$ cat src/ubd_pkg.sv
package ubd_pkg;

    // ==========================================================
    // register map (byte offsets, 4 apart, on the plain register port)
    localparam logic [7:0] UBD_OFS_CONTROL = 8'h00;
    localparam logic [7:0] UBD_OFS_CONFIG1 = 8'h04;
    localparam logic [7:0] UBD_OFS_TBL_PTR = 8'h08;
    localparam logic [7:0] UBD_OFS_TOKEN = 8'h0C;
    localparam logic [7:0] UBD_OFS_XSTAT = 8'h10;
    localparam logic [7:0] UBD_OFS_INT_STAT = 8'h14;
    localparam logic [7:0] UBD_OFS_INT_MASK = 8'h18;

    // ==========================================================
    // control register fields
    localparam int UBD_CTL_MODULE_EN = 0;
    localparam int UBD_CTL_PP_RESET = 1;
    localparam int UBD_CTL_RESUME = 2;
    localparam int UBD_CTL_HOST_EN = 3;
    localparam int UBD_CTL_PKT_DIS = 5;
    localparam int UBD_CTL_SE0 = 6;

    // transfer status fields
    localparam int UBD_XST_EP_LSB = 4;
    localparam int UBD_XST_DIR = 3;
    localparam int UBD_XST_ODD = 2;

    // interrupt status / mask bits
    localparam int UBD_INT_SETUP = 0;
    localparam int UBD_INT_DONE = 1;
    localparam int UBD_INT_SE0 = 2;
    localparam int UBD_INT_REFUSED = 3;
    localparam int UBD_INT_W = 4;

    // ==========================================================
    // reset values
    localparam logic [15:0] UBD_RST_CONTROL = 16'h0000;
    localparam logic [1:0] UBD_RST_PPMODE = 2'h0;
    localparam logic [7:0] UBD_RST_TBL_PTR = 8'h00;
    localparam logic [7:0] UBD_RST_TOKEN = 8'h00;
    localparam logic [7:0] UBD_RST_XSTAT = 8'h00;
    localparam logic [3:0] UBD_RST_INT = 4'h0;

    // descriptor geometry: two 16-bit words, 64 descriptors
    localparam logic [15:0] UBD_BUF_WORD_OFS = 16'h0002;
    localparam int UBD_DESC_CNT = 64;

    typedef enum logic [1:0] {
        UBD_PP_NONE = 2'h0,
        UBD_PP_EP0_OUT = 2'h1,
        UBD_PP_ALL = 2'h2,
        UBD_PP_ALL_BUT_EP0 = 2'h3
    } ubd_ppmode_t;

    // descriptor index from endpoint, direction (1 = transmit),
    // current odd/even pointer and ping-pong mode
    function automatic logic [5:0] ubd_bd_index(
        input logic [3:0] ep,
        input logic dir,
        input logic odd,
        input ubd_ppmode_t mode
    );
        logic [6:0] v;
        v = 7'h00;
        unique case (mode)
            UBD_PP_NONE: v = {2'b00, ep, dir};
            UBD_PP_EP0_OUT: begin
                if (ep == 4'h0) begin
                    v = dir ? 7'h02 : {6'h00, odd};
                end else begin
                    v = {2'b00, ep, dir} + 7'h01;
                end
            end
            UBD_PP_ALL: v = {1'b0, ep, dir, odd};
            UBD_PP_ALL_BUT_EP0: begin
                if (ep == 4'h0) begin
                    v = {6'h00, dir};
                end else begin
                    v = {1'b0, ep, dir, odd} - 7'h02;
                end
            end
        endcase
        return v[5:0];
    endfunction

endpackage

$ cat src/ubd_top.sv
`timescale 1ns/100ps

module ubd_top import ubd_pkg::*; (
    input wire logic SYS_CLK,
    input wire logic RESETN,
    input wire logic [7:0] ADDR,
    input wire logic [15:0] WDATA,
    input wire logic WR,
    input wire logic RD,
    output logic [15:0] RDATA,
    input wire logic DP_I,
    input wire logic DM_I,
    output logic DP_O,
    output logic DP_OE,
    output logic DM_O,
    output logic DM_OE,
    output logic DP_PULLUP_EN,
    output logic DP_PULLDN_EN,
    output logic DM_PULLDN_EN,
    input wire logic TOKEN_VALID,
    input wire logic [3:0] TOKEN_EP,
    input wire logic TOKEN_DIR,
    input wire logic TOKEN_SETUP,
    input wire logic XFER_DONE,
    input wire logic [3:0] XFER_EP,
    input wire logic XFER_DIR,
    input wire logic [3:0] XFER_SRC_EP,
    output logic DESC_VALID,
    output logic [5:0] DESC_INDEX,
    output logic [15:0] DESC_STAT_ADDR,
    output logic [15:0] DESC_BUF_ADDR,
    output logic ENGINE_HALT,
    output logic HOST_TOKEN_STB,
    output logic [3:0] HOST_TOKEN_PID,
    output logic [3:0] HOST_DEST_EP,
    output logic IRQ
);

    // ==========================================================
    // register state
    logic usb_module_enable_q, usb_module_enable_d;
    logic pingpong_pointer_reset_q, pingpong_pointer_reset_d;
    logic resume_q, resume_d;
    logic host_capability_enable_q, host_capability_enable_d;
    logic packet_processing_disable_q, packet_processing_disable_d;
    ubd_ppmode_t ppmode_q, ppmode_d;
    logic [7:0] tblptr_q, tblptr_d;
    logic [7:0] token_q, token_d;
    logic token_stb_q, token_stb_d;
    logic [7:0] xstat_q, xstat_d;
    logic [UBD_INT_W-1:0] istat_q, istat_d;
    logic [UBD_INT_W-1:0] imask_q, imask_d;
    logic [15:0] rdata_q, rdata_d;
    logic irq_q, irq_d;
    logic se0_q, se0_d;
    logic [31:0] odd_q;
    logic [1:0] pins_s;
    logic wr_ctl;
    logic tok_ok;
    logic setup_evt;
    logic done_ok;
    logic [3:0] done_ep;
    logic [4:0] done_sel;

    ubd_sync #(
        .W(2)
    ) u_sync (
        .clk(SYS_CLK),
        .rst_n(RESETN),
        .d({DP_I, DM_I}),
        .q(pins_s)
    );

    // pointers cleared the cycle after the reset bit sets and held even while it stands;
    // a token in that first cycle still sees the old bank
    ubd_pingpong u_pp (
        .clk(SYS_CLK),
        .rst_n(RESETN),
        .clear(pingpong_pointer_reset_q),
        .toggle(done_ok),
        .toggle_sel(done_sel),
        .odd_q(odd_q)
    );

    // ==========================================================
    // token acceptance and transfer completion
    assign wr_ctl = WR && (ADDR == UBD_OFS_CONTROL);
    // a disabled or halted engine does not take tokens
    assign tok_ok = TOKEN_VALID && usb_module_enable_q && !packet_processing_disable_q;
    assign setup_evt = tok_ok && TOKEN_SETUP;
    assign done_ok = XFER_DONE && usb_module_enable_q && !pingpong_pointer_reset_q;
    assign done_ep = host_capability_enable_q ? 4'h0 : XFER_EP;
    assign done_sel = {done_ep, XFER_DIR};

    // ==========================================================
    // software registers
    always_comb begin
        usb_module_enable_d = usb_module_enable_q;
        pingpong_pointer_reset_d = pingpong_pointer_reset_q;
        resume_d = resume_q;
        host_capability_enable_d = host_capability_enable_q;
        packet_processing_disable_d = packet_processing_disable_q;
        ppmode_d = ppmode_q;
        tblptr_d = tblptr_q;
        token_d = token_q;
        token_stb_d = 1'b0;
        imask_d = imask_q;
        if (wr_ctl) begin
            usb_module_enable_d = WDATA[UBD_CTL_MODULE_EN];
            pingpong_pointer_reset_d = WDATA[UBD_CTL_PP_RESET];
            resume_d = WDATA[UBD_CTL_RESUME];
            host_capability_enable_d = WDATA[UBD_CTL_HOST_EN];
            packet_processing_disable_d = WDATA[UBD_CTL_PKT_DIS];
        end
        // hardware set wins over a software clear
        if (setup_evt) begin
            packet_processing_disable_d = 1'b1;
        end
        if (WR && ADDR == UBD_OFS_CONFIG1) begin
            ppmode_d = ubd_ppmode_t'(WDATA[1:0]);
        end
        if (WR && ADDR == UBD_OFS_TBL_PTR) begin
            tblptr_d = WDATA[7:0];
        end
        if (WR && ADDR == UBD_OFS_TOKEN) begin
            token_d = WDATA[7:0];
            token_stb_d = 1'b1;
        end
        if (WR && ADDR == UBD_OFS_INT_MASK) begin
            imask_d = WDATA[UBD_INT_W-1:0];
        end
    end

    always_ff @(posedge SYS_CLK or negedge RESETN) begin
        if (!RESETN) begin
            usb_module_enable_q <= UBD_RST_CONTROL[UBD_CTL_MODULE_EN];
            pingpong_pointer_reset_q <= UBD_RST_CONTROL[UBD_CTL_PP_RESET];
            resume_q <= UBD_RST_CONTROL[UBD_CTL_RESUME];
            host_capability_enable_q <= UBD_RST_CONTROL[UBD_CTL_HOST_EN];
            packet_processing_disable_q <= UBD_RST_CONTROL[UBD_CTL_PKT_DIS];
            ppmode_q <= ubd_ppmode_t'(UBD_RST_PPMODE);
            tblptr_q <= UBD_RST_TBL_PTR;
            token_q <= UBD_RST_TOKEN;
            token_stb_q <= 1'b0;
            imask_q <= UBD_RST_INT;
        end else begin
            usb_module_enable_q <= usb_module_enable_d;
            pingpong_pointer_reset_q <= pingpong_pointer_reset_d;
            resume_q <= resume_d;
            host_capability_enable_q <= host_capability_enable_d;
            packet_processing_disable_q <= packet_processing_disable_d;
            ppmode_q <= ppmode_d;
            tblptr_q <= tblptr_d;
            token_q <= token_d;
            token_stb_q <= token_stb_d;
            imask_q <= imask_d;
        end
    end

    // ==========================================================
    // descriptor lookup
    logic desc_valid_q, desc_valid_d;
    logic [5:0] desc_idx_q, desc_idx_d;
    logic [3:0] tok_ep;

    assign tok_ep = host_capability_enable_q ? 4'h0 : TOKEN_EP;

    always_comb begin
        desc_valid_d = tok_ok;
        desc_idx_d = desc_idx_q;
        if (tok_ok) begin
            desc_idx_d = ubd_bd_index(tok_ep, TOKEN_DIR,
                odd_q[{tok_ep, TOKEN_DIR}], ppmode_q);
        end
    end

    always_ff @(posedge SYS_CLK or negedge RESETN) begin
        if (!RESETN) begin
            desc_valid_q <= 1'b0;
            desc_idx_q <= 6'h00;
        end else begin
            desc_valid_q <= desc_valid_d;
            desc_idx_q <= desc_idx_d;
        end
    end

    // 512-byte aligned base; 16-bit addresses keep buffers below 64K
    // a 6-bit index keeps the whole table inside 256 bytes
    assign DESC_STAT_ADDR = {tblptr_q[7:1], 1'b0,
        desc_idx_q, 2'b00};
    assign DESC_BUF_ADDR = DESC_STAT_ADDR + UBD_BUF_WORD_OFS;
    assign DESC_INDEX = desc_idx_q;
    assign DESC_VALID = desc_valid_q;

    // ==========================================================
    // transfer status, bus state and interrupts
    logic [3:0] evt;

    always_comb begin
        xstat_d = xstat_q;
        if (done_ok) begin
            // host receive reports the far device's source endpoint
            xstat_d[7:4] = (host_capability_enable_q && !XFER_DIR) ? XFER_SRC_EP
                : (host_capability_enable_q ? token_q[3:0] : XFER_EP);
            xstat_d[UBD_XST_DIR] = XFER_DIR;
            xstat_d[UBD_XST_ODD] = odd_q[done_sel];
        end
        se0_d = !pins_s[1] && !pins_s[0];
        evt = '0;
        evt[UBD_INT_SETUP] = setup_evt;
        evt[UBD_INT_DONE] = done_ok;
        evt[UBD_INT_SE0] = se0_d && !se0_q;
        evt[UBD_INT_REFUSED] = TOKEN_VALID && !tok_ok;
        istat_d = istat_q;
        if (WR && ADDR == UBD_OFS_INT_STAT) begin
            istat_d = istat_q & ~WDATA[UBD_INT_W-1:0];
        end
        istat_d = istat_d | evt;
        irq_d = |(istat_q & imask_q);
        rdata_d = 16'h0000;
        if (RD) begin
            unique case (ADDR)
                UBD_OFS_CONTROL: begin
                    rdata_d[UBD_CTL_MODULE_EN] = usb_module_enable_q;
                    rdata_d[UBD_CTL_PP_RESET] = pingpong_pointer_reset_q;
                    rdata_d[UBD_CTL_RESUME] = resume_q;
                    rdata_d[UBD_CTL_HOST_EN] = host_capability_enable_q;
                    rdata_d[UBD_CTL_PKT_DIS] = packet_processing_disable_q;
                    rdata_d[UBD_CTL_SE0] = se0_q;
                end
                UBD_OFS_CONFIG1: rdata_d[1:0] = ppmode_q;
                UBD_OFS_TBL_PTR: rdata_d[7:0] = tblptr_q;
                UBD_OFS_TOKEN: rdata_d[7:0] = token_q;
                UBD_OFS_XSTAT: rdata_d[7:0] = xstat_q;
                UBD_OFS_INT_STAT: rdata_d[UBD_INT_W-1:0] = istat_q;
                UBD_OFS_INT_MASK: rdata_d[UBD_INT_W-1:0] = imask_q;
                default: rdata_d = 16'h0000;
            endcase
        end
    end

    logic pullup_q, pulldn_q, drv_q;

    always_ff @(posedge SYS_CLK or negedge RESETN) begin
        if (!RESETN) begin
            xstat_q <= UBD_RST_XSTAT;
            // starts as if SE0 stood, so reset raises no false SE0 edge
            se0_q <= 1'b1;
            istat_q <= UBD_RST_INT;
            irq_q <= 1'b0;
            rdata_q <= 16'h0000;
            pullup_q <= 1'b0;
            pulldn_q <= 1'b0;
            drv_q <= 1'b0;
        end else begin
            xstat_q <= xstat_d;
            se0_q <= se0_d;
            istat_q <= istat_d;
            irq_q <= irq_d;
            rdata_q <= rdata_d;
            pullup_q <= usb_module_enable_d;
            pulldn_q <= host_capability_enable_d;
            drv_q <= resume_d;
        end
    end

    // resume is the K state: D+ low, D- high
    assign DP_O = 1'b0;
    assign DM_O = drv_q;
    assign DP_OE = drv_q;
    assign DM_OE = drv_q;
    assign DP_PULLUP_EN = pullup_q;
    assign DP_PULLDN_EN = pulldn_q;
    assign DM_PULLDN_EN = pulldn_q;
    assign ENGINE_HALT = packet_processing_disable_q;
    assign HOST_TOKEN_STB = token_stb_q;
    assign HOST_TOKEN_PID = token_q[7:4];
    assign HOST_DEST_EP = token_q[3:0];
    assign IRQ = irq_q;
    assign RDATA = rdata_q;
endmodule

$ cat src/ubd_sync.sv
`timescale 1ns/100ps

module ubd_sync import ubd_pkg::*; #(
    parameter int W = 2
) (
    input wire logic clk,
    input wire logic rst_n,
    input wire logic [W-1:0] d,
    output logic [W-1:0] q
);

    logic [W-1:0] meta_q;

    // ==========================================================
    // two-stage synchroniser, first stage feeds only the second
    always_ff @(posedge clk or negedge rst_n) begin
        if (!rst_n) begin
            meta_q <= '0;
            q <= '0;
        end else begin
            meta_q <= d;
            q <= meta_q;
        end
    end

endmodule

$ cat src/ubd_pingpong.sv
`timescale 1ns/100ps

module ubd_pingpong import ubd_pkg::*; (
    input wire logic clk,
    input wire logic rst_n,
    input wire logic clear,
    input wire logic toggle,
    input wire logic [4:0] toggle_sel,
    output logic [31:0] odd_q
);

    logic [31:0] odd_d;

    // ==========================================================
    // one odd/even pointer per endpoint and direction
    always_comb begin
        odd_d = odd_q;
        if (clear) begin
            odd_d = '0;
        end else if (toggle) begin
            odd_d[toggle_sel] = ~odd_q[toggle_sel];
        end
    end

    always_ff @(posedge clk or negedge rst_n) begin
        if (!rst_n) begin
            odd_q <= '0;
        end else begin
            odd_q <= odd_d;
        end
    end

endmodule

$ cat config.mk
export PLATFORM = sky130hd
export DESIGN_NAME = ubd_top
export DESIGN_NICKNAME = d
export VERILOG_FILES = /design/src/ubd_pkg.sv /design/src/ubd_top.sv /design/src/ubd_sync.sv /design/src/ubd_pingpong.sv
export SDC_FILE = /design/constraint.sdc
export NUM_CORES = 1
export LEC_CHECK = 0
export BUFFER_PORTS_ARGS = -buffer_cell sky130_fd_sc_hd__buf_2
export CORE_ASPECT_RATIO = 2
export CORE_MARGIN = 5
export CORE_UTILIZATION = 30
export DETAILED_ROUTE_END_ITERATION = 12
export GPL_ROUTABILITY_DRIVEN = 0
export SLEW_MARGIN = 5
export SYNTH_ARGS = -nofsm -noshare
export SYNTH_HDL_FRONTEND = slang
export SYNTH_HIERARCHICAL = 1
export SYNTH_SLANG_ARGS = --single-unit
$ cat constraint.sdc
create_clock -name SYS_CLK -period 2.8 [get_ports SYS_CLK]
set_clock_uncertainty 0.05 [all_clocks]
set_input_delay 0 -clock SYS_CLK [delete_from_list [all_inputs] [get_ports SYS_CLK]]
set_output_delay 0 -clock SYS_CLK [all_outputs]
set_load 0.02 [all_outputs]
# Word level (Yosys, flattened, before mapping)
# Cells that the tools add are included.
word_totals:
  ff_bits: 99
  latch_bits: 0
  ram_bits: 0
  romBits: 0
  inputBits: 47
  out_inout_bits: 73
  word_cells: 96
  n_memories: 0
classes:
  addsub: 3
  n_mul: 0
  div_mod_pow: 0
  n_lt_le_gt_ge: 3
  eq_ne: 9
  shifts: 0
  mux: 27
  bitwise: 5
  n_reduce_logical: 29
op_table:
  columns: ["op", "count"]
  rows:
  - ["32-bit two-way mux", 2]
  - ["32-bit bitwise mux", 1]
  - ["8-bit by 5-bit equality test with 1-bit output (second input constant)", 3]
  - ["2-bit one-hot mux with 6 select lines", 2]
  - ["6-bit one-hot mux with 4 select lines", 1]
  - ["4-bit two-way mux", 5]
  - ["16-bit by 2-bit adder with 16-bit output (second input constant)", 1]
  - ["8-bit by 4-bit equality test with 1-bit output (second input constant)", 2]
  - ["1-bit logical AND", 16]
  - ["5-bit by 6-bit less-than comparator with 1-bit output (second input constant)", 2]
  - ["6-bit two-way mux", 2]
  - ["1-bit binary-select mux with 5-bit select", 2]
  - ["4-bit AND", 2]
  - ["8-bit by 3-bit equality test with 1-bit output (second input constant)", 1]
  - ["8-bit zero test", 1]
  - ["8-bit two-way mux", 1]
  - ["2-bit one-hot mux with 4 select lines", 1]
  - ["1-bit zero test", 7]
  - ["5-bit by 1-bit adder with 6-bit output (second input constant)", 1]
  - ["1-bit two-way mux", 6]
  - ["1-bit one-hot mux with 3 select lines", 2]
  - ["6-bit by 2-bit subtractor with 6-bit output (second input constant)", 1]
  - ["1-bit demux with 5-bit select", 1]
  - ["5-bit by 1-bit greater-or-equal comparator with 1-bit output (second input constant)", 1]
  - ["10 further kinds", 12]

# Longest topological paths before layout
# Gate-level depths: netlist (run 1).
depth:
  word_depth: 8
  depth_mapped: 10
  depth_no_buf: 8

# Modules after synthesis
# Netlist (run 1), hierarchy kept.
by_module_without_submodules:
  columns: ["mod", "n_inst", "cells_per_inst", "area_per_inst_um2", "seq_area_each_um2"]
  rows:
  - ["ubd_top", 1, 387, 3822.4, 1377.6]
  - ["ubd_pingpong", 1, 205, 1944.4, 800.8]
  - ["ubd_sync", 1, 4, 100.1, 100.1]

# Worst setup path after synthesis (run 1)
# No wires, ideal clock.
synth_timing:
  path_kind: "register to register"
  startpoint: "register, netlist name DM_PULLDN_EN"
  endpoint: "register u_pp.odd_q[25]"
  setup_ns: 0.128
  t_arrival_ns: 2.333
  t_required_ns: 2.622
  path_slack_ns: 0.290
  path_stages_with_launch: 11
  path_buffers: 4
  period_less_slack_ns: 2.510
  path_cell_list: "dfrtp_1 buf_6 clkbuf_1 nor2b_1 buf_2 or3b_2 clkbuf_1 o22ai_1 a21oi_2 nand3_4 o21ai_0"
synth_rtl:
  columns: ["item", "line_no", "text"]
  rows:
  - ["to (signal assigned)", "ubd_pingpong.sv:27", "odd_q <= '0;"]
  - ["to (signal assigned)", "ubd_pingpong.sv:29", "odd_q <= odd_d;"]
  - ["to (decl)", "ubd_pingpong.sv:9", "output logic [31:0] odd_q"]

==> summary.log, run 1 <==
[floorplan] die width 109 microns
[synthesis] most used flip-flop cell after synthesis sky130_fd_sc_hd__dfrtp_1
[cts] post-CTS setup repair buffer count 0
[drt] vias per cell 5.12
[drt] number of vias after detailed routing 4784
[grt] GRT Overall Usage 0.154
[timing] Least-Margin Pin Slew 1.01 ns
[synthesis] number of synthesized flops with an enable pin 0
[job] number of maximum-capacitance violations 0
[floorplan] height of the die 208 microns
[synthesis] synthesized area 5870 sq um
[synthesis] post-synthesis cell type count 75
[drt] router iterations before antenna repair 4
[grt] wire length of the first global-routing pass 26700 microns
[synthesis] ranking of synthesized cells by area sky130_fd_sc_hd__dfrtp_1, sky130_fd_sc_hd__mux2_2, sky130_fd_sc_hd__buf_4, sky130_fd_sc_hd__mux2i_1, sky130_fd_sc_hd__mux4_2
[final_layout] share of post-route cells with drive strength above 1 0.301
[synthesis] share of synthesized flip-flops with an asynchronous set or reset 1.00
[drt] total wire length after detailed routing 17300 microns
[grt] GR Overflow Total 0
[synthesis] library cell occupying the most area in the post-synthesis netlist sky130_fd_sc_hd__dfrtp_1
[timing] max-slew violations 0
[cts] clock input transition at the sequential cells of the worst setup and hold paths 0.07 ns
[placed_design] detailed placer's ending HPWL 13200 microns
[final_layout] net count of the finished layout 718
[worst_setup_path] Worst Setup End Kind flop
[synthesis] post-synthesis sequential area ratio 0.388
[floorplan] # IOs 120
[final_layout] sequential standard cell area 2280 sq um
[floorplan] Row Count 72
[timing] achievable frequency 402 MHz
[cts] clock latency at the later pin of the worst-skew pair 0.35 ns
[final_layout] growth of design area from synthesis to finish 16.3%
[timing] unrepaired setup endpoints after global routing no
[timing] relative max-transition margin 0.327
[synthesis] number of synthesized register bits 91
[power_and_ir_drop] Peak VDD IR 267 uV
[grt] maximum number of pins on one net before global-route repair 77
[placed_design] number of input and output port buffers inserted 96
[synthesis] mean post-synth cell area 9.84 sq um
[worst_setup_path] arrival time at the worst endpoint 2.69 ns
[synthesis] Syn Inst Count 596
[worst_setup_path] data required time of the critical path 3.00 ns
[floorplan] full die area 22600 sq um
[cts] maximum level of the CTS H-tree 3
[power_and_ir_drop] ratio of total power to cell area 527 nW/um^2
[worst_setup_path] highest net fanout along the worst path 10
[hold_path] class of the tightest hold or removal check input port to flop
[cts] Max Root-Sink Buffers 2
[final_layout] diode count 0
[cts] TritonCTS clock tree yes
[cts] total clock buffers created by CTS 9
[floorplan] starting density of the core 0.304
[drt] remaining antenna violation count 0
[grt] antenna violations before repair 2
[synthesis] Yosys warnings 6
[drt] number of DRC violations after detailed routing 0
[synthesis] share of the synthesized area in the top cell type 0.384
[worst_setup_path] Worst Path Class, Setup flop to flop
[worst_setup_path] Worst Setup Start Kind flop
[final_layout] fill cell instance count of the final layout 1982
[grt] vias in the first global route 4892
[drt] mean routed wirelength per cell 18.5 microns
[timing] count of final hold-check violations 0
[floorplan] core area 19300 sq um
[cts] CTS sink count 91
[power_and_ir_drop] static power due to leakage 3.23 nW
[cts] Root Driver sky130_fd_sc_hd__clkbuf_16
[timing] min cycle time layout 2.49 ns
[power_and_ir_drop] Final Total Pwr 3.59 mW
[timing] Total Neg Setup Slack 0 ns
[drt] starting DRC count in detailed routing 256
[status] result of the run finished, final reports clean
[timing] final setup violating endpoints 0
[timing] crit share post-route 0.888
[final_layout] area used by multi-input combinational logic 3060 sq um
-- synth_stat cells, drive strengths merged, types with 3 or more instances --
| cell type | n |
|---|---|
| mux4 | 10 |
| nor3 | 14 |
| nand2 | 39 |
| nand2b | 10 |
| a22o | 3 |
| a22oi | 8 |
| or2 | 5 |
| nor2 | 41 |
| or3 | 3 |
| nor3b | 9 |
| nor2b | 25 |
| nand3 | 19 |
| a21oi | 22 |
| o31ai | 19 |
| o22ai | 7 |
| o21ai | 39 |
| and2 | 6 |
| clkbuf | 18 |
| buf | 64 |
| a211oi | 4 |
| inv | 11 |
| nand3b | 7 |
| a21o | 7 |
| mux2i | 31 |
| mux2 | 38 |
| dfrtp | 90 |
| a31oi | 3 |
-- power by group --
group          leakage (nW)  internal [mW]  switching (mW)  total [mW]
logic                  1.86          0.278           0.394       0.672
registers              1.22           1.43           0.125        1.56
clock network         0.156          0.796           0.566        1.36
total                  3.23           2.51            1.09        3.59
-- metal layers --
metal  share of wire  vias up  GRT usage
met5         0.00081        -          0
met4           0.065        4      0.109
met3           0.041       59     0.0205
met2            0.56      154      0.291
met1            0.33     2335      0.144
li1                -     2232          -
-- through the flow --
| stage | instances | worst slack, ns | hold slack (ns) | util | instance area (sq um) |
|---|---|---|---|---|---|
| 6_report | 934 | 0.313 | 0.0307 | 0.354 | 6820 |
| 5_1_grt | 934 | 0.226 | 0.0447 | 0.354 | 6820 |
| 2_1_floorplan | 609 | 0.290 | -0.346 | - | 5920 |
| 4_1_cts | 934 | 0.307 | 0.0234 | 0.354 | 6820 |
| 3_3_place_gp | 902 | 0.380 | 0.0604 | 0.329 | 6340 |
| 3_5_place_dp | 902 | 0.344 | 0.0622 | 0.329 | 6340 |
-- what timing repair did --
action / 4_1_cts / 5_1_grt
endpoints found under the hold margin: 114 / 0
hold buffers: 16 / 0
gates resized for setup: 0 / 0
-- cell families (layout without fill, tap and decap cells) --
family / count (synthesis) / count (layout) / share of synthesized area
compound gates: 135 / 135 / 0.155
simple gates: 191 / 191 / 0.184
mux: 79 / 79 / 0.165
buf+inv: 94 / 160 / 0.0992
xor+xnor: 3 / 3 / 0.00448
fa+ha+maj: 1 / 1 / 0.00213
other cells: 2 / 15 / 0.00128
flops: 91 / 91 / 0.388
-- state kept, by name (all words and copies together) (netlist names), 4 cells and up --
name and cells:
tblptr_q 8, token_q 8, RDATA 8, DESC_INDEX 6, istat_q 4, xstat_q 6, u_pp/odd_q 32, imask_q 4
-- placed cells by master, fill, tap and decap left out, types with 4 or more instances in the layout --
cell type                       Yosys  routed
sky130_fd_sc_hd__dlygate4sd3_1      0      16
sky130_fd_sc_hd__o21ai_0           38      38
sky130_fd_sc_hd__o22ai_1            6       6
sky130_fd_sc_hd__nor2_1            40      40
sky130_fd_sc_hd__nand2b_1          10      10
sky130_fd_sc_hd__mux2i_1           31      31
sky130_fd_sc_hd__and2_1             6       6
sky130_fd_sc_hd__o31ai_1           19      19
sky130_fd_sc_hd__a211oi_1           4       4
sky130_fd_sc_hd__inv_1             11      11
sky130_fd_sc_hd__nand3b_1           6       6
sky130_fd_sc_hd__nand3_1           16      16
sky130_fd_sc_hd__dfrtp_1           90      90
sky130_fd_sc_hd__or2_2              5       5
sky130_fd_sc_hd__nand2_1           39      39
sky130_fd_sc_hd__buf_4             48      21
sky130_fd_sc_hd__nor2b_1           23      23
sky130_fd_sc_hd__mux4_2            10      10
sky130_fd_sc_hd__a22oi_1            8       8
sky130_fd_sc_hd__buf_2              9      95
sky130_fd_sc_hd__conb_1             2      15
sky130_fd_sc_hd__a21o_1             7       7
sky130_fd_sc_hd__nor3b_1            9       9
sky130_fd_sc_hd__nor3_1            10      10
sky130_fd_sc_hd__clkbuf_16          0       9
sky130_fd_sc_hd__a21oi_1           20      20
sky130_fd_sc_hd__mux2_2            36      36
-- final timing paths --
path	from	to	slack [ns]	cells past startpoint
worst max register to register	DM_PULLDN_EN$_DFFE_PN0P_	u_pp/odd_q[6]$_DFFE_PN0P_	0.31	8
worst min register to register	u_sync/meta_q[0]$_DFF_PN0_	u_sync/q[0]$_DFF_PN0_	0.30	0
worst max-delay path	DM_PULLDN_EN$_DFFE_PN0P_	u_pp/odd_q[6]$_DFFE_PN0P_	0.31	8
max in group asynchronous	RESETN	token_q[4]$_DFFE_PN0P_	1.62	3
min in group asynchronous	RESETN	u_pp/odd_q[11]$_DFFE_PN0P_	0.26	2
worst min-delay path	XFER_SRC_EP[1]	xstat_q[5]$_DFFE_PN0P_	0.03	4
-- worst max-delay path, stage by stage (launching register included) --
cell and delay (ns):
sky130_fd_sc_hd__dfrtp_1 0.41, sky130_fd_sc_hd__buf_4 0.17, sky130_fd_sc_hd__nor2b_1 0.37, sky130_fd_sc_hd__buf_4 0.23
sky130_fd_sc_hd__or3_1 0.11, sky130_fd_sc_hd__o22ai_1 0.09, sky130_fd_sc_hd__a21oi_2 0.41, sky130_fd_sc_hd__nand3_4 0.26
sky130_fd_sc_hd__o31ai_1 0.29
-- layout make-up --
class | count | area share
Clock buffer | 10 | 0.0336
Multi-Input combinational cell | 424 | 0.448
Sequential cell | 91 | 0.334
Inverter | 12 | 0.00660
Timing Repair Buffer | 132 | 0.116
Clock inverter | 6 | 0.0141
Tap cell | 259 | 0.0475
Power figures use the tool's default switching activity.
==> run 2: changes to the inputs <==
--- a/config.mk
+++ b/config.mk
@@ -11,6 +11,7 @@
 export CORE_UTILIZATION = 30
 export DETAILED_ROUTE_END_ITERATION = 12
 export GPL_ROUTABILITY_DRIVEN = 0
+export REMOVE_ABC_BUFFERS = 1
 export SLEW_MARGIN = 5
 export SYNTH_ARGS = -nofsm -noshare
 export SYNTH_HDL_FRONTEND = slang
==> run 2 against run 1 <==
Net effect: register-to-register slack gained 0.097 ns; first-iteration DRC count grew 18%; non-clock buffer count shrank 3; worst setup slack gained 0.097 ns; final area grew 0.11%; utilization is essentially flat; die area is the same.
==> summary.log, run 2 (same netlist as run 1, synthesis figures left out) <==
[drt] number of vias after detailed routing 4735
[grt] GRT Overall Usage 0.158
[drt] total wire length after detailed routing 17300 microns
[drt] mean routed wirelength per cell 18.6 microns
[worst_setup_path] highest net fanout along the worst path 12
[timing] min cycle time layout 2.39 ns
[drt] detailed-routed wire length on met2 9870 microns
[grt] wire length of the first global-routing pass 27200 microns
[grt] vias in the first global route 4868
[timing] relative max-transition margin 0.568
[status] result of the run finished, final reports clean
[final_layout] most used cells in the layout excluding fill and tap cells sky130_fd_sc_hd__buf_2, sky130_fd_sc_hd__dfrtp_1, sky130_fd_sc_hd__nor2_1
[drt] starting DRC count in detailed routing 301
[floorplan] die width 109 microns
[timing] Least-Margin Pin Slew 0.648 ns
[worst_setup_path] Worst Setup Start Kind flop
[grt] antenna violations before repair 0
[grt] maximum number of pins on one net before global-route repair 45
[hold_path] worst hold start XFER_SRC_EP[1]
[cts] TritonCTS clock tree yes
[final_layout] diode count 0
[power_and_ir_drop] static power due to leakage 3.23 nW
[drt] highest routed metal layer met4
[final_layout] final core occ 0.354
[timing] final setup violating endpoints 0
[drt] Routed met3 length 635 microns
[grt] GR Overflow Total 0
[timing] unrepaired setup endpoints after global routing no
[drt] Metal-1 WL 5770 microns
[final_layout] fill cell instance count of the final layout 2010
[cts] Root Driver sky130_fd_sc_hd__clkbuf_16
[worst_setup_path] Worst Setup End Kind flop
[placed_design] Inst Count DP 900
[floorplan] height of the die 208 microns
[floorplan] core area 19300 sq um
[placed_design] detailed placer's ending HPWL 13200 microns
[floorplan] starting density of the core 0.304
[timing] achievable frequency 418 MHz
[worst_setup_path] origin of the critical flop-to-flop path DP_PULLUP_EN$_DFFE_PN0P_
[final_layout] growth of design area from synthesis to finish 16.4%
[cts] total clock buffers created by CTS 9
[worst_setup_path] crit path from DP_PULLUP_EN$_DFFE_PN0P_
[final_layout] net count of the finished layout 715
[worst_setup_path] largest incremental delay on the critical path 0.66 ns
[floorplan] full die area 22600 sq um
[job] number of maximum-capacitance violations 0
[worst_setup_path] Worst Path Class, Setup flop to flop
[cts] post-CTS setup repair buffer count 0
[cts] clock input transition at the sequential cells of the worst setup and hold paths 0.07 ns
[drt] router iterations before antenna repair 5
[placed_design] number of input and output port buffers inserted 96
[drt] number of DRC violations after detailed routing 0
[cts] Max Root-Sink Buffers 2
[timing] worst hold slack after final layout 0.0327 ns
[drt] vias per cell 5.09
[power_and_ir_drop] Final Total Pwr 3.70 mW
[cts] maximum level of the CTS H-tree 3
[final_layout] flip-flop count of the largest register after layout 32
[timing] crit share post-route 0.854
[drt] remaining antenna violation count 0
[floorplan] # IOs 120
[final_layout] most common library cell in the layout ignoring fill and taps sky130_fd_sc_hd__buf_2
[cts] clock latency at the later pin of the worst-skew pair 0.35 ns
[timing] max-slew violations 0
[hold_path] class of the tightest hold or removal check input port to flop
[worst_setup_path] arrival time at the worst endpoint 2.56 ns
[timing] count of final hold-check violations 0
[power_and_ir_drop] ratio of total power to cell area 541 nW/um^2
[worst_setup_path] Critical Path Slowest Stage Cell sky130_fd_sc_hd__or3b_2
[floorplan] Row Count 72
[final_layout] final cell count without fillers 931
[worst_setup_path] data required time of the critical path 2.97 ns
[final_layout] register with the highest flop count u_pp/odd_q
[worst_setup_path] cell chain of the critical path nand2_1 -> or2_2 -> inv_1 -> nor2_1 -> or3b_2 -> nor2_1 -> mux2i_1 -> nor2_1
[power_and_ir_drop] Peak VDD IR 296 uV
[final_layout] share of post-route cells with drive strength above 1 0.301
[worst_setup_path] library cell appearing most often on the critical path sky130_fd_sc_hd__nor2_1
[cts] CTS sink count 91
==> run 2: cell types whose count changed in the layout (fill, tap and decap cells not counted) <==
cell / change
sky130_fd_sc_hd__buf_4: -2
sky130_fd_sc_hd__bufinv_16: +1
sky130_fd_sc_hd__clkbuf_1: -1
sky130_fd_sc_hd__clkbuf_8: +1
sky130_fd_sc_hd__clkinvlp_4: -1
sky130_fd_sc_hd__dlygate4sd3_1: -1
==> run 2: cell type report <==
| cell class | count | area (sq um) | share of cell area |
|---|---|---|---|
| flip-flops and latches | 91 | 2280 | 0.334 |
| multi-input cells | 424 | 3060 | 0.447 |
| inverters | 12 | 45.0 | 0.00660 |
| repair buffers | 129 | 768 | 0.112 |
| clock inverters | 6 | 119 | 0.0174 |
| clock buffers | 10 | 239 | 0.0350 |
| well taps | 259 | 324 | 0.0475 |
==> run 2: worst max-delay path: cells and delay by family (launching register included) <==
| family | cells | cell delay [ns] |
|---|---|---|
| AND/OR/NAND/NOR | 6 | 1.43 |
| flip-flops | 1 | 0.42 |
| multiplexers | 1 | 0.19 |
| buffers and inverters | 1 | 0.15 |
==> run 2: per-stage QoR <==
stage | area (sq um) | worst slack (ns) | TNS (ns)
finish | 6830 | 0.410 | 0
global route | 6830 | 0.234 | 0
detailed placement | 6320 | 0.436 | 0
global placement | 6320 | 0.434 | 0
floorplan | 5380 | -0.0381 | -0.0381
CTS | 6830 | 0.411 | 0
==> run 2: routing by layer <==
layer	GRT usage	up-vias
met3	0.0243	45
met4	0.107	0
met2	0.301	144
li1	-	2238
met5	0	-
met1	0.146	2308
==> run 2: path summary, 6_finish.rpt <==
check	endpoint	slack, ns	cells after the start
min in group asynchronous	u_pp/odd_q[11]$_DFFE_PN0P_	0.15	2
max in group asynchronous	se0_q$_DFF_PN1_	1.72	3
max	u_pp/odd_q[10]$_DFFE_PN0P_	0.41	8
min	xstat_q[5]$_DFFE_PN0P_	0.03	4
min reg2reg	u_sync/q[1]$_DFF_PN0_	0.30	0
max reg2reg	u_pp/odd_q[10]$_DFFE_PN0P_	0.41	8
==> run 2: report_power, final <==
part	total, mW	internal [mW]	switching, mW	leakage, nW
logic	0.671	0.277	0.394	1.84
registers	1.56	1.43	0.123	1.22
clock network	1.47	0.910	0.559	0.176
==> run 2: repair_timing <==
action,4_1_cts,5_1_grt
endpoints found under the hold margin,83,0
resized for setup,0,0
hold buffers,15,0
==> run 3: changes to the inputs <==
--- a/config.mk
+++ b/config.mk
@@ -15,5 +15,4 @@
 export SLEW_MARGIN = 5
 export SYNTH_ARGS = -nofsm -noshare
 export SYNTH_HDL_FRONTEND = slang
-export SYNTH_HIERARCHICAL = 1
 export SYNTH_SLANG_ARGS = --single-unit
==> run 3 against run 2 <==
Net effect: register-to-register slack improved by 0.12 ns; total power fell by 13%; largest cell class unchanged; final area fell by 6.2%; cell count fell by 7.0%; highest routed layer is now met5; die area fell by 6.0%; count of clock-buffer cells in the layout fell by 1; sequential cell count did not move; worst setup slack improved by 0.12 ns; sequential power fell by 6%; critical endpoint is now u_pp.odd_q[19]$_DFFE_PN0P_; sequential share of layout area rose by 2.2 points.
==> summary.log, run 3 <==
[final_layout] sequential standard cell area 2280 sq um
[cts] CTS sink count 91
[job] number of maximum-capacitance violations 0
[final_layout] area used by multi-input combinational logic 2720 sq um
[placed_design] detailed placer's ending HPWL 12100 microns
[cts] maximum level of the CTS H-tree 3
[worst_setup_path] data required time of the critical path 3.02 ns
[worst_setup_path] Worst Setup Start Kind flop
[drt] total wire length after detailed routing 15800 microns
[synthesis] Yosys warnings 0
[final_layout] most used cells in the layout excluding fill and tap cells sky130_fd_sc_hd__buf_2, sky130_fd_sc_hd__dfrtp_1, sky130_fd_sc_hd__nor2_1
[drt] starting DRC count in detailed routing 324
[power_and_ir_drop] ratio of total power to cell area 503 nW/um^2
[timing] final setup violating endpoints 0
[power_and_ir_drop] static power due to leakage 2.93 nW
[final_layout] growth of design area from synthesis to finish 16.6%
[power_and_ir_drop] Internal Pwr Total 2.23 mW
[worst_setup_path] largest incremental delay on the critical path 0.48 ns
[drt] remaining antenna violation count 0
[power_and_ir_drop] sw power 0.991 mW
[timing] Least-Margin Pin Slew 0.808 ns
[grt] antenna violations before repair 2
[grt] vias in the first global route 4585
[synthesis] library cell occupying the most area in the post-synthesis netlist sky130_fd_sc_hd__dfrtp_1
[final_layout] net count of the finished layout 692
[grt] maximum number of pins on one net before global-route repair 60
[synthesis] most frequent cells after synthesis sky130_fd_sc_hd__dfrtp_1, sky130_fd_sc_hd__nor2_1, sky130_fd_sc_hd__nand2_1
[drt] router iterations before antenna repair 4
[floorplan] die width 106 microns
[drt] mean routed wirelength per cell 18.3 microns
[synthesis] post-synthesis cell type count 64
[cts] Root Driver sky130_fd_sc_hd__clkbuf_16
[floorplan] Row Count 70
[final_layout] final cell count without fillers 866
[timing] relative max-transition margin 0.461
[worst_setup_path] highest net fanout along the worst path 16
[final_layout] flip-flop count of the largest register after layout 32
[power_and_ir_drop] clock network fraction of total power 0.366
[synthesis] number of synthesized register bits 91
[cts] total clock buffers created by CTS 9
[hold_path] class of the tightest hold or removal check input port to flop
[grt] GRT Overall Usage 0.149
[drt] number of DRC violations after detailed routing 0
[synthesis] number of synthesized flops with an enable pin 0
[grt] GR Overflow Total 0
[synthesis] library cell with the highest instance count after synthesis sky130_fd_sc_hd__dfrtp_1
[worst_setup_path] Critical Path Slowest Stage Cell sky130_fd_sc_hd__dfrtp_1
[grt] met1 Track Usage GR 0.147
[timing] worst hold slack after final layout 0.0226 ns
[timing] Total Neg Setup Slack 0 ns
[synthesis] synthesized area 5490 sq um
[power_and_ir_drop] proportion of power drawn by flip-flops and latches 0.454
[cts] clock input transition at the sequential cells of the worst setup and hold paths 0.07 ns
[cts] post-CTS setup repair buffer count 0
[cts] clock latency at the later pin of the worst-skew pair 0.35 ns
[power_and_ir_drop] Final Total Pwr 3.22 mW
[power_and_ir_drop] proportion of total power due to net switching 0.308
[timing] unrepaired setup endpoints after global routing no
[synthesis] post-synthesis sequential area ratio 0.415
[floorplan] height of the die 201 microns
[final_layout] most common library cell in the layout ignoring fill and taps sky130_fd_sc_hd__buf_2
[placed_design] area post-placement 5940 sq um
[timing] crit share post-route 0.809
[grt] GR Util met2 0.290
[synthesis] share of the synthesized area in the top cell type 0.410
[grt] wire length of the first global-routing pass 24900 microns
[final_layout] fill cell instance count of the final layout 1828
[floorplan] # IOs 120
[placed_design] number of input and output port buffers inserted 96
[drt] vias per cell 5.22
[final_layout] post-route cell area 6400 sq um
[power_and_ir_drop] Peak VDD IR 226 uV
[synthesis] mean post-synth cell area 9.63 sq um
[synthesis] share of synthesized flip-flops with an asynchronous set or reset 1.00
[cts] Max Root-Sink Buffers 2
[final_layout] register with the highest flop count u_pp.odd_q
[floorplan] starting density of the core 0.303
[power_and_ir_drop] logic gate share of total power 0.180
[timing] max-slew violations 0
[worst_setup_path] cell chain of the critical path nor2b_1 -> mux4_2 -> a211oi_4 -> buf_4 -> nand2_1 -> a21oi_1
[floorplan] full die area 21300 sq um
[final_layout] share of post-route cells with drive strength above 1 0.287
[placed_design] Inst Count DP 832
[worst_setup_path] Worst Path Class, Setup flop to flop
[status] result of the run finished, final reports clean
[synthesis] ranking of synthesized cells by area sky130_fd_sc_hd__dfrtp_1, sky130_fd_sc_hd__mux2_2, sky130_fd_sc_hd__buf_4, sky130_fd_sc_hd__mux4_2, sky130_fd_sc_hd__mux2i_1
[timing] count of final hold-check violations 0
[floorplan] core area 18100 sq um
[timing] achievable frequency 441 MHz
[drt] number of vias after detailed routing 4520
[cts] TritonCTS clock tree yes
[worst_setup_path] arrival time at the worst endpoint 2.49 ns
[grt] busiest metal layer after global routing met2
[synthesis] Syn Inst Count 570
[timing] min cycle time layout 2.27 ns
[worst_setup_path] Worst Setup End Kind flop
[grt] M3 GR Usage 0.0299
[synthesis] most used flip-flop cell after synthesis sky130_fd_sc_hd__dfrtp_1
[run 3: cell types whose count changed in the layout (fill, tap and decap cells not counted), moves of 5 or more]
cell and change:
sky130_fd_sc_hd__o22ai_1 -5, sky130_fd_sc_hd__nor2b_1 -7, sky130_fd_sc_hd__nand2_1 +8, sky130_fd_sc_hd__a21oi_1 +11, sky130_fd_sc_hd__o31ai_1 -16, sky130_fd_sc_hd__mux2i_1 -7
sky130_fd_sc_hd__nor2_1 +15, sky130_fd_sc_hd__nor3b_1 -7
[run 3: worst paths after layout]
path | startpoint | end | slack, ns | depth (start not counted)
worst max-delay path | DM_PULLDN_EN$_DFFE_PN0P_ | u_pp.odd_q[19]$_DFFE_PN0P_ | 0.53 | 6
worst min-delay path | ADDR[6] | RDATA[4]$_DFF_PN0_ | 0.02 | 4
worst max register to register | DM_PULLDN_EN$_DFFE_PN0P_ | u_pp.odd_q[19]$_DFFE_PN0P_ | 0.53 | 6
worst min register to register | u_sync.meta_q[1]$_DFF_PN0_ | u_sync.q[1]$_DFF_PN0_ | 0.30 | 0
max in group asynchronous | RESETN | se0_q$_DFF_PN1_ | 1.79 | 3
min in group asynchronous | RESETN | xstat_q[4]$_DFFE_PN0P_ | 0.20 | 2
[run 3: metal layers]
layer	share of wire	up-vias
li1	-	2138
met1	0.34	2215
met2	0.57	137
met3	0.050	28
met4	0.035	2
met5	0.00044	-
[run 3: repair_timing]
action                     in CTS  in global routing
resized for setup               0                  0
hold endpoints to repair       99                  0
setup endpoints to repair       0                  0
hold buffers                   17                  0
[run 3: cell families (layout without fill, tap and decap cells)]
kind of cell / after synthesis / count (layout) / synth area share
and+or+nand+nor: 186 / 186 / 0.167
AOI/OAI and AO/OA: 129 / 129 / 0.158
buffers and inverters: 92 / 158 / 0.0982
DFF: 91 / 91 / 0.415
muxes: 69 / 69 / 0.159
other: 2 / 16 / 0.00137
adders and majority gates: 1 / 1 / 0.00228
[run 3: layout make-up]
type | count | share of cell area
diodes | 1 | 0.000391
clock buffers | 9 | 0.0352
clock inverters | 7 | 0.00996
inverters | 11 | 0.00645
multi-input cells | 400 | 0.425
flip-flops and latches | 91 | 0.356
well taps | 216 | 0.0422
repair buffers | 131 | 0.125
[run 3: power by group through the flow]
stage	Sequential [mW]	Combinational [mW]	Clock, mW
after floorplan	1.56	0.212	0
after global placement	1.49	0.559	0
after detailed placement	1.49	0.560	0
after CTS	1.46	0.584	1.21
after global routing	1.48	0.625	1.26
final	1.46	0.579	1.18
[run 3: worst max-delay path: cells and delay by family (launching register included)]
kind / cells / cell delay, ns
AND/OR/NAND/NOR: 2 / 0.49
flip-flops: 1 / 0.48
multiplexers: 1 / 0.44
AO/OA/AOI/OAI: 2 / 0.44
buffers and inverters: 1 / 0.27
[run 3: per-stage QoR]
step | worst slack (ns) | util
finish | 0.535 | 0.353
global route | 0.416 | 0.353
CTS | 0.522 | 0.353
detailed placement | 0.576 | 0.328
global placement | 0.562 | 0.328
floorplan | 0.178 | -
